<file path="src/core/pgfl_pkg.sv">
// Function
// - First output flag register, seven sources, bit7 zero.
// - First flag sets when enabled source goes invalid.
// - Write one clears first flag when source valid.
// - Second output flag register, same bit order.
// - Second flags set and clear like the first.
// - Both flag registers reset to zero, write one to clear.
// - Rise-delay bit postpones second output rise 11 ms.
// - Control bit 6 admits thermal warning.
// - Control bits 0-5 enable the supply sources.
// - Second enables load from OTP, delay bit zero.
// - Gating setting selects flags or live status.
// - First output uses its own enable register.
// - Polarity setting picks level of good output.
package pgfl_pkg;

   // ************************************************************
   // Register indices; the byte address is four times the index.
   // ************************************************************
   localparam int ADDR_W = 8;
   localparam logic [5:0] IDX_PG_CTRL = 6'h17; // Gating and polarity.
   localparam logic [5:0] IDX_SEL0 = 6'h18; // First output enables.
   localparam logic [5:0] IDX_FLAGS0 = 6'h19; // First output flags.
   localparam logic [5:0] IDX_SEL1 = 6'h1A; // Second output enables.
   localparam logic [5:0] IDX_FLAGS1 = 6'h1B; // Second output flags.

   // ************************************************************
   // Field positions and reset values.
   // ************************************************************
   localparam int SRC_N = 7; // Sources per output.
   localparam int RISE_BIT = 7; // Rise delay in an enable register.
   localparam int POL0_BIT = 0; // First output polarity.
   localparam int GATE0_BIT = 2; // First output latched gating.
   localparam int POL1_BIT = 4; // Second output polarity.
   localparam int GATE1_BIT = 6; // Second output latched gating.
   localparam logic [7:0] PG_CTRL_RST = 8'h02;
   localparam logic [7:0] FLAGS_RST = 8'h00;
   localparam logic [1:0] RESP_OKAY = 2'h0;
   localparam logic [1:0] RESP_SLVERR = 2'h2;

   // ************************************************************
   // Timing: rise delay in milliseconds and its cycle count.
   // ************************************************************
   localparam int CLK_HZ = 25000000;
   localparam int RISE_DELAY_MS = 11;
   localparam int RISE_CYCLES = RISE_DELAY_MS * (CLK_HZ / 1000);

   // Rise sequencer states of the second output.
   typedef enum logic [1:0] {
      RISE_LOW = 2'b00,
      RISE_WAIT = 2'b01,
      RISE_HIGH = 2'b10
   } pgfl_rise_e;

   // Output mode bits decoded from the gating and polarity register.
   typedef struct packed {
      logic gate0;
      logic pol0;
      logic gate1;
      logic pol1;
   } pgfl_mode_s;

endpackage

</file>
<file path="src/core/pgfl_top.sv">
module pgfl_top #(
   parameter int RISE_CYCLES = pgfl_pkg::RISE_CYCLES,
   parameter logic [6:0] OTP_SEL0 = 7'h00, // One-time defaults.
   parameter logic [6:0] OTP_SEL1 = 7'h00
) (
   input wire logic aclk,
   input wire logic aresetn,
   input wire logic [pgfl_pkg::ADDR_W-1:0] awaddr,
   input wire logic awvalid,
   output logic awready,
   input wire logic [31:0] wdata,
   input wire logic [3:0] wstrb,
   input wire logic wvalid,
   output logic wready,
   output logic [1:0] bresp,
   output logic bvalid,
   input wire logic bready,
   input wire logic [pgfl_pkg::ADDR_W-1:0] araddr,
   input wire logic arvalid,
   output logic arready,
   output logic [31:0] rdata,
   output logic [1:0] rresp,
   output logic rvalid,
   input wire logic rready,
   input wire logic [6:0] source_valid_async,
   output logic first_power_good_output,
   output logic second_power_good_output
);

   // ************************************************************
   // Elaboration checks.
   // ************************************************************
   // The delay counter is 19 bits wide, so the count must fit.
   if (RISE_CYCLES < 1 || RISE_CYCLES >= 524288) begin : g_chk
      $error("RISE_CYCLES out of range");
   end

   // ************************************************************
   // Declarations.
   // ************************************************************
   logic [6:0] vld_meta_q; // First synchroniser stage.
   logic [6:0] vld_q; // Synchronised source valid, 1 means good.
   logic [7:0] pg_ctrl_q; // Gating and polarity register.
   logic [7:0] sel0_q; // First output enables; bit 7 is stored but unused.
   logic [7:0] sel1_q; // Second output enables and rise bit.
   logic [7:0] flags0_q; // First output fault flags.
   logic [7:0] flags1_q; // Second output fault flags.
   logic [7:0] flags0_d;
   logic [7:0] flags1_d;
   logic awready_q; // Write channels taken in this cycle.
   logic bvalid_q;
   logic [1:0] bresp_q;
   logic arready_q; // Read address taken in this cycle.
   logic rvalid_q;
   logic [1:0] rresp_q;
   logic [31:0] rdata_q;
   logic [5:0] widx; // Word index of the write.
   logic [5:0] ridx; // Word index of the read.
   logic wr_lane; // Write reaches byte lane zero.
   logic [6:0] cause0; // Enabled sources now invalid, first output.
   logic [6:0] cause1; // Enabled sources now invalid, second output.
   logic [6:0] clr0; // Accepted clear bits, first output.
   logic [6:0] clr1; // Accepted clear bits, second output.
   logic good0; // First output good before polarity.
   logic good1; // Second output good before rise delay.
   pgfl_pkg::pgfl_mode_s mode; // Decoded gating and polarity.
   pgfl_pkg::pgfl_rise_e rise_q;
   pgfl_pkg::pgfl_rise_e rise_d;
   logic [18:0] cnt_q; // Rise delay cycle counter.
   logic first_pg_q; // First output pin register.
   logic second_pg_q; // Second output pin register.

   // True when a word index names a mapped register.
   function automatic logic mapped(input logic [5:0] idx);
      return idx >= pgfl_pkg::IDX_PG_CTRL && idx <= pgfl_pkg::IDX_FLAGS1;
   endfunction

   // A source counts against an output when enabled and invalid.
   function automatic logic [6:0] fault_of(input logic [7:0] sel,
                                           input logic [6:0] vld);
      return sel[6:0] & ~vld;
   endfunction

   // ************************************************************
   // Monitor input synchroniser.
   // ************************************************************
   // Monitor levels are asynchronous; two stages guard metastability.
   always_ff @(posedge aclk) begin
      if (!aresetn) begin
         vld_meta_q <= 7'h7F;
         vld_q <= 7'h7F;
      end else begin
         vld_meta_q <= source_valid_async;
         vld_q <= vld_meta_q;
      end
   end

   // ************************************************************
   // Decode of the write and fault causes.
   // ************************************************************
   assign widx = awaddr[7:2];
   assign ridx = araddr[7:2];
   assign wr_lane = awready_q && wstrb[0];
   assign mode.gate0 = pg_ctrl_q[pgfl_pkg::GATE0_BIT];
   assign mode.pol0 = pg_ctrl_q[pgfl_pkg::POL0_BIT];
   assign mode.gate1 = pg_ctrl_q[pgfl_pkg::GATE1_BIT];
   assign mode.pol1 = pg_ctrl_q[pgfl_pkg::POL1_BIT];
   // Only enabled sources may cause a fault.
   assign cause0 = fault_of(sel0_q, vld_q);
   assign cause1 = fault_of(sel1_q, vld_q);
   // A one clears a flag only while its source is valid again.
   assign clr0 = (wr_lane && widx == pgfl_pkg::IDX_FLAGS0) ?
                 (wdata[6:0] & vld_q) : 7'h00;
   assign clr1 = (wr_lane && widx == pgfl_pkg::IDX_FLAGS1) ?
                 (wdata[6:0] & vld_q) : 7'h00;

   // ************************************************************
   // Fault flags.
   // ************************************************************
   // Clear first, then set, so a new fault beats a clear.
   always_comb begin
      flags0_d = {1'b0, (flags0_q[6:0] & ~clr0) | cause0};
      flags1_d = {1'b0, (flags1_q[6:0] & ~clr1) | cause1};
   end

   // Flags reset to zero and change only as above.
   always_ff @(posedge aclk) begin
      if (!aresetn) begin
         flags0_q <= pgfl_pkg::FLAGS_RST;
         flags1_q <= pgfl_pkg::FLAGS_RST;
      end else begin
         flags0_q <= flags0_d;
         flags1_q <= flags1_d;
      end
   end

   // ************************************************************
   // Control registers.
   // ************************************************************
   // Enables come from one-time defaults, rise delay off.
   always_ff @(posedge aclk) begin
      if (!aresetn) begin
         pg_ctrl_q <= pgfl_pkg::PG_CTRL_RST;
         sel0_q <= {1'b0, OTP_SEL0};
         sel1_q <= {1'b0, OTP_SEL1};
      end else if (wr_lane) begin
         // Address decode of the writable registers.
         if (widx == pgfl_pkg::IDX_PG_CTRL) begin
            pg_ctrl_q <= wdata[7:0];
         end else if (widx == pgfl_pkg::IDX_SEL0) begin
            sel0_q <= wdata[7:0];
         end else if (widx == pgfl_pkg::IDX_SEL1) begin
            sel1_q <= wdata[7:0];
         end
      end
   end

   // ************************************************************
   // Power good status.
   // ************************************************************
   // Gated mode follows the flags, otherwise the live status.
   assign good0 = mode.gate0 ? (flags0_q == 8'h00) : (cause0 == 7'h00);
   assign good1 = mode.gate1 ? (flags1_q == 8'h00) : (cause1 == 7'h00);

   // Rise sequencing of the second output.
   always_comb begin
      rise_d = rise_q;
      case (rise_q)
         pgfl_pkg::RISE_LOW: begin
            // Immediate rise unless the delay bit is set.
            if (good1) begin
               rise_d = sel1_q[pgfl_pkg::RISE_BIT] ?
                        pgfl_pkg::RISE_WAIT : pgfl_pkg::RISE_HIGH;
            end
         end
         pgfl_pkg::RISE_WAIT: begin
            // Any fault during the wait restarts it.
            if (!good1) begin
               rise_d = pgfl_pkg::RISE_LOW;
            end else if (cnt_q == 19'(RISE_CYCLES - 1)) begin
               rise_d = pgfl_pkg::RISE_HIGH;
            end
         end
         pgfl_pkg::RISE_HIGH: begin
            // Falling edges are never delayed.
            if (!good1) begin
               rise_d = pgfl_pkg::RISE_LOW;
            end
         end
         default: begin
            rise_d = pgfl_pkg::RISE_LOW;
         end
      endcase
   end

   // State register and delay counter of the rise sequencer.
   always_ff @(posedge aclk) begin
      if (!aresetn) begin
         rise_q <= pgfl_pkg::RISE_LOW;
         cnt_q <= 19'h00000;
      end else begin
         rise_q <= rise_d;
         cnt_q <= (rise_q == pgfl_pkg::RISE_WAIT) ? cnt_q + 19'h00001
                                                  : 19'h00000;
      end
   end

   // Output pins: good level inverted when polarity is one.
   always_ff @(posedge aclk) begin
      if (!aresetn) begin
         first_pg_q <= 1'b0;
         second_pg_q <= 1'b0;
      end else begin
         first_pg_q <= good0 ^ mode.pol0;
         second_pg_q <= (rise_q == pgfl_pkg::RISE_HIGH) ^ mode.pol1;
      end
   end

   // ************************************************************
   // AXI4-Lite write channel.
   // ************************************************************
   // Address and data are taken together, one write at a time.
   always_ff @(posedge aclk) begin
      if (!aresetn) begin
         awready_q <= 1'b0;
         bvalid_q <= 1'b0;
         bresp_q <= pgfl_pkg::RESP_OKAY;
      end else begin
         awready_q <= awvalid && wvalid && !awready_q && !bvalid_q;
         if (awready_q) begin
            // Unmapped addresses answer with a slave error.
            bvalid_q <= 1'b1;
            bresp_q <= mapped(widx) ? pgfl_pkg::RESP_OKAY
                                    : pgfl_pkg::RESP_SLVERR;
         end else if (bready) begin
            bvalid_q <= 1'b0;
         end
      end
   end

   // ************************************************************
   // AXI4-Lite read channel.
   // ************************************************************
   // Read data is captured at the address handshake.
   always_ff @(posedge aclk) begin
      if (!aresetn) begin
         arready_q <= 1'b0;
         rvalid_q <= 1'b0;
         rresp_q <= pgfl_pkg::RESP_OKAY;
         rdata_q <= 32'h00000000;
      end else begin
         arready_q <= arvalid && !arready_q && !rvalid_q;
         if (arready_q) begin
            rvalid_q <= 1'b1;
            rresp_q <= pgfl_pkg::RESP_OKAY;
            rdata_q <= 32'h00000000;
            // Address decode; bits above the byte read as zero.
            if (ridx == pgfl_pkg::IDX_PG_CTRL) begin
               rdata_q[7:0] <= pg_ctrl_q;
            end else if (ridx == pgfl_pkg::IDX_SEL0) begin
               rdata_q[7:0] <= sel0_q;
            end else if (ridx == pgfl_pkg::IDX_FLAGS0) begin
               rdata_q[7:0] <= flags0_q;
            end else if (ridx == pgfl_pkg::IDX_SEL1) begin
               rdata_q[7:0] <= sel1_q;
            end else if (ridx == pgfl_pkg::IDX_FLAGS1) begin
               rdata_q[7:0] <= flags1_q;
            end else begin
               rresp_q <= pgfl_pkg::RESP_SLVERR;
            end
         end else if (rready) begin
            rvalid_q <= 1'b0;
         end
      end
   end

   // Every output comes from a flip-flop.
   assign awready = awready_q;
   assign wready = awready_q;
   assign bvalid = bvalid_q;
   assign bresp = bresp_q;
   assign arready = arready_q;
   assign rvalid = rvalid_q;
   assign rresp = rresp_q;
   assign rdata = rdata_q;
   assign first_power_good_output = first_pg_q;
   assign second_power_good_output = second_pg_q;

   // ************************************************************
   // Assertions.
   // ************************************************************
   AST_RSVD_ZERO: assert property (@(posedge aclk)
      disable iff (!aresetn) !flags0_q[7] && !flags1_q[7])
      else $error("reserved flag bit set");

   AST_SET0: assert property (@(posedge aclk) disable iff (!aresetn)
      cause0 != 7'h00 |=> (flags0_q[6:0] & $past(cause0)) == $past(cause0))
      else $error("first flag not set by fault");

   AST_NO_CAUSE0: assert property (@(posedge aclk)
      disable iff (!aresetn) (flags0_q[6:0] & ~$past(flags0_q[6:0])
      & ~$past(cause0)) == 7'h00) else $error("first flag set without cause");

   AST_CLEAR0: assert property (@(posedge aclk)
      disable iff (!aresetn) wr_lane && widx == pgfl_pkg::IDX_FLAGS0 |=>
      (flags0_q[6:0] & $past(wdata[6:0] & vld_q & ~cause0)) == 7'h00)
      else $error("first flag not cleared");

   AST_HOLD_INVALID: assert property (@(posedge aclk)
      disable iff (!aresetn) (flags0_q[6:0] & ~$past(flags0_q[6:0] & ~clr0)
      & ~$past(cause0)) == 7'h00 &&
      ($past(flags0_q[6:0] & ~vld_q) & ~flags0_q[6:0]) == 7'h00)
      else $error("flag cleared while source invalid");

   AST_SET1: assert property (@(posedge aclk) disable iff (!aresetn)
      cause1 != 7'h00 |=> (flags1_q[6:0] & $past(cause1)) == $past(cause1))
      else $error("second flag not set by fault");

   AST_DELAY: assert property (@(posedge aclk) disable iff (!aresetn)
      rise_q == pgfl_pkg::RISE_HIGH && $past(rise_q) == pgfl_pkg::RISE_WAIT
      |-> $past(cnt_q) == 19'(RISE_CYCLES - 1))
      else $error("delayed rise at wrong count");

   AST_IMMEDIATE: assert property (@(posedge aclk)
      disable iff (!aresetn) rise_q == pgfl_pkg::RISE_LOW && good1 &&
      !sel1_q[pgfl_pkg::RISE_BIT] |=> ##1 second_pg_q == !mode.pol1)
      else $error("undelayed rise late");

   AST_GATE0: assert property (@(posedge aclk)
      disable iff (!aresetn) mode.gate0 && flags0_q != 8'h00 |=>
      first_pg_q == $past(mode.pol0)) else $error("gated first output active");

endmodule

</file>
<file path="config.mk">
export PLATFORM = sky130hd
export DESIGN_NAME = pgfl_top
export DESIGN_NICKNAME = d
export VERILOG_FILES = /design/src/core/pgfl_pkg.sv /design/src/core/pgfl_top.sv
export SDC_FILE = /design/constraint.sdc
export NUM_CORES = 1
export LEC_CHECK = 0
export ABC_AREA = 1
export ABC_CLOCK_PERIOD_IN_PS = 1700
export BUFFER_PORTS_ARGS = -buffer_cell sky130_fd_sc_hd__buf_2
export CORE_MARGIN = 4
export CORE_UTILIZATION = 45
export CTS_CLUSTER_DIAMETER = 150
export DETAILED_ROUTE_END_ITERATION = 12
export GPL_ROUTABILITY_DRIVEN = 1
export GPL_TIMING_DRIVEN = 0
export PLACE_DENSITY = 0.7
export REMOVE_ABC_BUFFERS = 1
export SLEW_MARGIN = 20
export SYNTH_ARGS = -nofsm -noshare
export SYNTH_HDL_FRONTEND = slang
export SYNTH_SLANG_ARGS = --single-unit
</file>
<file path="constraint.sdc">
create_clock -name aclk -period 1.7 [get_ports aclk]
set_input_delay 0.34 -clock aclk [delete_from_list [all_inputs] [get_ports aclk]]
set_output_delay 0.34 -clock aclk [all_outputs]
set_load 0.005 [all_outputs]
</file>
# Word-level counts from Yosys, hierarchy flattened
# Cells that the tools add are included.
op_classes:
  muxes: 25
  n_bitwise: 14
  add_sub_neg: 1
  reduce_logical: 25
  eq_ne: 16
  magnitude_cmp: 2
ops:
  columns: ["op", "count"]
  rows:
  - ["6-bit by 5-bit == test with 1-bit output (second input constant)", 10]
  - ["8-bit 2-to-1 mux", 5]
  - ["7-bit bitwise AND", 5]
  - ["2-bit 2-to-1 mux", 11]
  - ["7-bit NOT", 3]
  - ["19-bit by 1-bit adder with 19-bit output (second input constant)", 1]
  - ["19-bit == test (second input constant)", 1]
  - ["8-bit logical NOT", 2]
  - ["7-bit logical NOT", 2]
  - ["7-bit 2-to-1 mux", 2]
  - ["7-bit bitwise OR", 2]
  - ["1-bit logical AND", 9]
  - ["6-bit by 5-bit greater-or-equal comparator with 1-bit output (second input constant)", 1]
  - ["6-bit by 5-bit <= comparator with 1-bit output (second input constant)", 1]
  - ["1-bit 2-to-1 mux", 6]
  - ["2-bit one-hot mux with 3 select lines", 1]
  - ["3-bit AND reduction", 2]
  - ["1-bit logical NOT", 4]
  - ["2-bit != test (second input constant)", 2]
  - ["2-bit AND reduction", 2]
  - ["4-bit AND reduction", 1]
  - ["2-bit nonzero test", 2]
  - ["3-bit != test (second input constant)", 1]
  - ["2-bit by 1-bit == test with 1-bit output (second input constant)", 1]
  - ["4 further kinds", 6]
totals:
  ff_bits: 93
  input_bits: 66

# Logic depth before layout (Yosys ltp)
# Gate-level depths: netlist of run 1.
depth:
  ltp_word: 6
  depth_mapped: 12
  depth_no_buf: 12

# Least setup slack after synthesis of run 1
# No wires, ideal clock.
synth_timing:
  path_type: "register to register"
  start: "register cnt_q[0]"
  end: "register cnt_q[16]"
  n_path_buf: 0
  setup_slack_ns: 0.241
  synth_period_minus_slack_ns: 1.459
  stages_incl_launch_ff: 13
  setup_ns: 0.128
  arrival_ns: 1.332
  t_required_ns: 1.572
  cell_sequence: "dfxtp_1 ha_1 nand2_1 nor2_4 nand2_2 nor2_2 nand2_2 nor2_4 nand2_2 inv_1 nand3_1 nand2_1 nor2_1"
synth_between:
  elab_chain_cells: 1
synth_rtl:
  columns: ["item", "line", "rtl"]
  rows:
  - ["start, declared", "pgfl_top.sv:69", "logic [18:0] cnt_q;"]
  - ["start signal, assigned", "pgfl_top.sv:203", "cnt_q <= (rise_q == pgfl_pkg::RISE_WAIT) ? cnt_q + 19'h00001"]
  - ["19-bit by 1-bit adder with 19-bit output", "pgfl_top.sv:203", null]
# No other way between the ends.
# A chain may end at the register's enable or synchronous reset.

# Final worst setup path of run 1
# Ends and elaborated chain as after synthesis.

==> metrics.cfg, run 1 <==
[outcome]
outcome = completed

[synth]
syn_area_um2 = 4056
synth.avg_cell_area_um2 = 7.389
synth_warnings = 0
ys_ff_latch = 89
synth-seq-area-share = 0.4392
synthCells = 549
synth_cell_types = 40

[layout]
drive_above_1_share = 0.2045
layout_commonest_cell = nand2_1
layout_common_cells = nand2_1, dfxtp_1, inv_1
multi_input_area_um2 = 1846
synthToLayoutAreaGrowth_pct = 14.59
final_area_um2 = 4648
seqCellArea_um2 = 1787
layout.filler_cells = 836
final_nets = 678
diodes = 0

[cts]
htreeDepth = 3
cts_hold_repair.buffers = 0
path_clk_slew_ns = 0.09
cts_made_buffers = 9
cts.sink_count = 89
cts-root-buf = clkbuf_8
worstSkewPairLatency_ns = 0.37
clock_path_buffers = 2
cts_tree = built

[placement]
hpwlAfterDp_um = 6779
io_buffers = 51
dpl_cell_area_um2 = 4290
globalplace.congestion = 0.8679

[critical_path]
r2r_slack_ns = 0.11
cp-end-kind = flip-flop
crit_type = flip-flop to flip-flop
r2r_start = cnt_q[0]
cp_max_fo = 4
ff2ff_path_depth = 12
timing.rr.end = cnt_q[16]
critPathArrivalTime_ns = 1.82
crit_path_start_kind = flip-flop
worstPathRequired_ns = 1.93

[global_route]
antenna_found_initial = 0
grtUsageTotal = 0.1826
grt_max_degree = 33
grt-ovfl-total = 0
grt_pass1_vias = 3259
grt_pass1_wl_um = 15280

[die]
die_w_um = 102.9
rows = 34
die_area_um2 = 10600
initial_core_util = 0.4629
io_pins = 109
die_h_um = 102.9
core_area_um2 = 8763

[detailed_routing]
drtPass1Iterations = 5
drc = 0
drtIter0Drc = 254
ant_nets = 0
routedWlPerCell_um = 12.94
via_per_inst = 4.954
routed_wl_um = 9372
vias = 3587

[sta]
setup_violations = 0
hold_viol_final = 0
fin_skew_ns = 0.01068
period_share = 0.9333
fin_crit_ns = 1.587
slew_headroom = 0.5781
rsz0062_at_grt = true
drv_slew = 0
worst_pin_slew_ns = 0.6328
fmax_mhz = 630.3

[run]
max_cap_violations = 0

[power_and_ir_drop]
power_uw = 3989
ir_worst_vdd_mv = 0.4212
powerDensity_nw_per_um2 = 858.2
power.leakage_uw = 0.002043

[hold_path]
hold_class = primary input to flip-flop
worstHoldStart = source_valid_async[5]
hold_end = vld_meta_q[5]
holdPathStages = 2

## power by group
| group | internal, uW | leakage (uW) | switching [uW] |
|---|---|---|---|
| registers | 2110 | 0.000723 | 16.4 |
| clock network | 843 | 0.000115 | 784 |
| logic | 87.4 | 0.00120 | 145 |
| total | 3040 | 0.00204 | 944 |
## final cells by class
| type | count | area share |
|---|---|---|
| multi-input cells | 367 | 0.3970 |
| flip-flops and latches | 89 | 0.3844 |
| repair buffers | 63 | 0.07429 |
| inverters | 80 | 0.06541 |
| well taps | 108 | 0.02907 |
| clock buffers | 9 | 0.02665 |
| clock inverters | 7 | 0.02153 |
| repair inverters | 1 | 0.001615 |
## sequential cells by signal (all words and copies together), names as in the netlist, 2 cells and up
register and flops:
sel1_q 8, rdata 8, sel0_q 8, vld_meta_q 7, vld_q 7, pg_ctrl_q 8
cnt_q 19, flags1_q 7, flags0_q 7, rise_q 2
## worst max-delay path by stage
stage              start        end  slack [ns]  depth (start not counted)
2_1_floorplan  araddr[4]   rdata[0]       -0.24                          7
3_5_place_dp     aresetn    arready       -0.60                          4
3_3_place_gp   araddr[2]   rdata[4]       -1.07                          8
4_1_cts         cnt_q[0]  cnt_q[16]       0.006                         12
6_report        cnt_q[0]  cnt_q[16]        0.11                         12
5_1_grt         cnt_q[0]  cnt_q[16]       -0.03                         12
## stage by stage
stage               instances  hold WS, ns  TNS (ns)  utilization  worst slack, ns
floorplan                 536       0.3925    -1.322            -          -0.2382
global placement          695       0.3941    -16.23       0.4880           -1.069
detailed placement        696       0.3972    -15.36       0.4896          -0.5989
CTS                       716       0.1387         0       0.5196         0.006274
global route              724       0.1379  -0.03230       0.5304         -0.03230
finish                    724       0.1552         0       0.5304           0.1134
## per-layer routing
metal  track usage  vias to the layer above  part of all wire
met1        0.2544                     1611              0.46
met2        0.2812                      110              0.46
met5             0                        -                 0
met3       0.04127                       13             0.065
li1              -                     1853                 -
met4       0.05876                        0             0.012
## cell usage after synthesis (all sizes together)
master	n	area [um^2]
nand2	100	387.9
dfxtp	89	1782
inv	80	300.3
a21oi	64	327.8
o21ai	56	287.8
nor2	37	176.4
buf	32	240.2
nand3	22	115.1
or2	17	106.4
nor3	15	91.34
o22ai	7	43.79
clkbuf	6	23.77
nand4	6	37.54
and3	2	12.51
nor4	2	12.51
o31ai	2	15.01
xor2	2	17.52
a211oi	1	7.510
a21o	1	7.510
a31oi	1	6.260
conb	1	3.750
ha	1	12.51
nand3b	1	7.510
nor3b	1	7.510
o211ai	1	7.510
o21a	1	7.510
o21bai	1	11.26
## critical path, stage by stage (launching register included)
cell and delay, ns:
dfxtp_4 0.37, ha_4 0.14, nand2_2 0.08, nor2_4 0.10, nand2_2 0.09, nor2_4 0.12
nand2_2 0.09, nor2_4 0.11, nand2_2 0.08, inv_1 0.08, nand3_1 0.07, nand2_1 0.08
nor2_1 0.04
## logic make-up (layout without fill, tap and decap cells)
group,after synthesis,count (layout),share of synthesized area
flip-flops,89,89,0.4392
AO/OA/AOI/OAI,135,135,0.1780
buffers and inverters,118,160,0.1391
adder cells (fa/ha/maj),1,1,0.003084
AND/OR/NAND/NOR,203,203,0.2354
other,1,26,0.0009245
XOR/XNOR,2,2,0.004319
## timing repair
item / in CTS / in global routing
cloned: 1 / 0
endpoints found under the setup margin: 25 / 34
gates resized for setup: 3 / 10
buffers inserted: 3 / 8
pin swaps: 1 / 2
No activity file was read; power rests on OpenSTA's default activity.
==> run 2: changes to the inputs <==
--- a/config.mk
+++ b/config.mk
@@ -14,6 +14,7 @@
 export DETAILED_ROUTE_END_ITERATION = 12
 export GPL_ROUTABILITY_DRIVEN = 1
 export GPL_TIMING_DRIVEN = 0
+export MAX_ROUTING_LAYER = met4
 export PLACE_DENSITY = 0.7
 export REMOVE_ABC_BUFFERS = 1
 export SLEW_MARGIN = 20
==> run 2 against run 1 <==
Global-route usage down 0.26 points. Clock skew grew 0.0013 ns. Power down 4.7%. Combinational power about the same. Largest cell class unchanged. Highest routed layer unchanged.
==> metrics.cfg, run 2 (synthesis results as in run 1) <==
[placement]
place_ws_ns = -0.6302  ; was -0.5989 ns
dpl_cell_area_um2 = 4290  ; unchanged
hpwlAfterDp_um = 6725  ; was 6779 um
dp_cells = 696  ; unchanged
globalplace.congestion = 0.8717  ; was 0.8679
io_buffers = 51  ; unchanged

[global_route]
grtUsageTotal = 0.1801  ; was 0.1826
grt_pass1_vias = 3234  ; was 3259
grt_pass1_wl_um = 14700  ; was 15280 um
grt-ovfl-total = 0  ; unchanged
antenna_found_initial = 0  ; unchanged
grt_max_degree = 33  ; unchanged

[sta]
fin_skew_ns = 0.01196  ; was 0.01068 ns
worst_pin_slew_ns = 0.6127  ; was 0.6328 ns
period_share = 0.9033  ; was 0.9333
layout_setup_ws_ns = 0.1644  ; was 0.1134 ns
drv_slew = 0  ; unchanged
rsz0062_at_grt = false  ; was true
fin_crit_ns = 1.536  ; was 1.587 ns
slew_headroom = 0.5915  ; was 0.5781
hold_viol_final = 0  ; unchanged
fmax_mhz = 651.2  ; was 630.3 MHz
setup_violations = 0  ; unchanged

[die]
io_pins = 109  ; unchanged
initial_core_util = 0.4629  ; unchanged
die_h_um = 102.9  ; unchanged
rows = 34  ; unchanged
die_w_um = 102.9  ; unchanged
core_area_um2 = 8763  ; unchanged
die_area_um2 = 10600  ; unchanged

[critical_path]
critPathMaxStageDelay_ns = 0.37  ; about the same
critPathArrivalTime_ns = 1.78  ; was 1.82 ns
cp-startpoint = cnt_q[1]  ; was cnt_q[0]
cp_max_fo = 4  ; unchanged
path_cells = ha_4 -> nand2_2 -> nor2_4 -> nand2_2 -> nor2_4 -> nand2_2 -> nor2_4 -> nand2_2 -> inv_1 -> nand3_1 -> nand2_1 -> nor2_1  ; unchanged
timing.rr.end = cnt_q[16]  ; unchanged
cp_common_cell = nand2_2  ; unchanged
crit_type = flip-flop to flip-flop  ; unchanged
ff2ff_path_depth = 12  ; unchanged
cp-end-kind = flip-flop  ; unchanged
cp-endpoint = cnt_q[16]  ; unchanged
crit_path_top_delay_cell = dfxtp_1  ; was dfxtp_4
r2r_slack_ns = 0.16  ; was 0.11 ns
worstPathRequired_ns = 1.94  ; was 1.93 ns
r2r_start = cnt_q[1]  ; was cnt_q[0]
crit_path_start_kind = flip-flop  ; unchanged

[detailed_routing]
routed_wl_um = 9127  ; was 9372 um
ant_nets = 0  ; unchanged
drtPass1Iterations = 4  ; was 5
via_per_inst = 4.882  ; was 4.954
routedWlPerCell_um = 12.62  ; was 12.94 um
drtIter0Drc = 204  ; was 254
drc = 0  ; unchanged
vias = 3530  ; was 3587

[layout]
synthToLayoutAreaGrowth_pct = 13.97  ; was 14.59%
layout_commonest_cell = nand2_1  ; unchanged
final_nets = 677  ; was 678
diodes = 0  ; unchanged
layout_common_cells = nand2_1, dfxtp_1, inv_1  ; unchanged
finalNonFillerCells = 723  ; was 724
top_register = cnt_q  ; unchanged
drive_above_1_share = 0.2016  ; was 0.2045
final_area_um2 = 4623  ; was 4648 um^2
largest_reg_flops = 19  ; unchanged

[run]
max_cap_violations = 0  ; unchanged

[cts]
cts-root-buf = clkbuf_8  ; unchanged
cts_made_buffers = 9  ; unchanged
worstSkewPairLatency_ns = 0.36  ; was 0.37 ns
cts_tree = built  ; unchanged
clock_path_buffers = 2  ; unchanged
cts_hold_repair.buffers = 0  ; unchanged
path_clk_slew_ns = 0.10  ; was 0.09 ns
htreeDepth = 3  ; unchanged
cts.sink_count = 89  ; unchanged

[outcome]
outcome = completed  ; unchanged

[hold_path]
hold_class = primary input to flip-flop  ; unchanged

[power_and_ir_drop]
ir_worst_vdd_mv = 0.4182  ; was 0.4212 mV
powerDensity_nw_per_um2 = 822.6  ; was 858.2 nW/um^2
power.leakage_uw = 0.002019  ; was 0.002043 uW

run 2: report_power, final:
| group | leakage, uW | switching [uW] | internal [uW] |
|---|---|---|---|
| logic | 0.00120 | 143 | 87.5 |
| clock network | 0.0000942 | 864 | 577 |
| registers | 0.000723 | 15.7 | 2120 |
run 2: worst min-delay path by stage:
stage / startpoint / end / slack [ns] / cells after the start
4_1_cts: source_valid_async[5] / vld_meta_q[5] / 0.14 / 2
6_report: source_valid_async[3] / vld_meta_q[3] / 0.15 / 2
3_5_place_dp: vld_meta_q[5] / vld_q[5] / 0.40 / 1
5_1_grt: source_valid_async[1] / vld_meta_q[1] / 0.14 / 2
2_1_floorplan: vld_meta_q[0] / vld_q[0] / 0.39 / 1
3_3_place_gp: vld_meta_q[5] / vld_q[5] / 0.39 / 1
run 2: stage by stage:
step	hold WS, ns	TNS [ns]	total power (uW)	utilization
after floorplan	0.3925	-1.322	2296	-
after global placement	0.3948	-15.51	2390	0.4880
after detailed placement	0.3987	-15.77	2399	0.4896
after CTS	0.1352	0	3827	0.5166
after global routing	0.1389	0	3960	0.5276
final	0.1522	0	3803	0.5276
run 2: area by class of cell:
type | count | area, um^2
clock buffers | 9 | 123.9
clock inverters | 7 | 73.82
fillers | 899 | 4140
inverters | 80 | 304.0
multi-input cells | 367 | 1846
flip-flops and latches | 89 | 1783
well taps | 108 | 135.1
repair buffers | 62 | 350.3
repair inverters | 1 | 7.507
run 2: repair_timing:
item | in CTS | in global routing
setup buffers | 3 | 7
cloned | 1 | 0
hold endpoints to repair | 0 | 0
gates resized for setup | 3 | 8
setup endpoints to repair | 25 | 36
pin swaps | 1 | 2
run 2: routing by layer:
layer / track usage / vias up / part of all wire
met2: 0.2782 / 73 / 0.44
met4: 0.04482 / 0 / 0.0079
met1: 0.2446 / 1600 / 0.50
met5: - / - / 0
li1: - / 1852 / -
met3: 0.03248 / 5 / 0.045
run 2: critical path: cells and delay by family, from the launching register on:
kind	cells	cell delay (ns)
AND/OR/NAND/NOR	10	0.81
flip-flops	1	0.37
adder cells (fa/ha/maj)	1	0.16
buffers and inverters	1	0.08
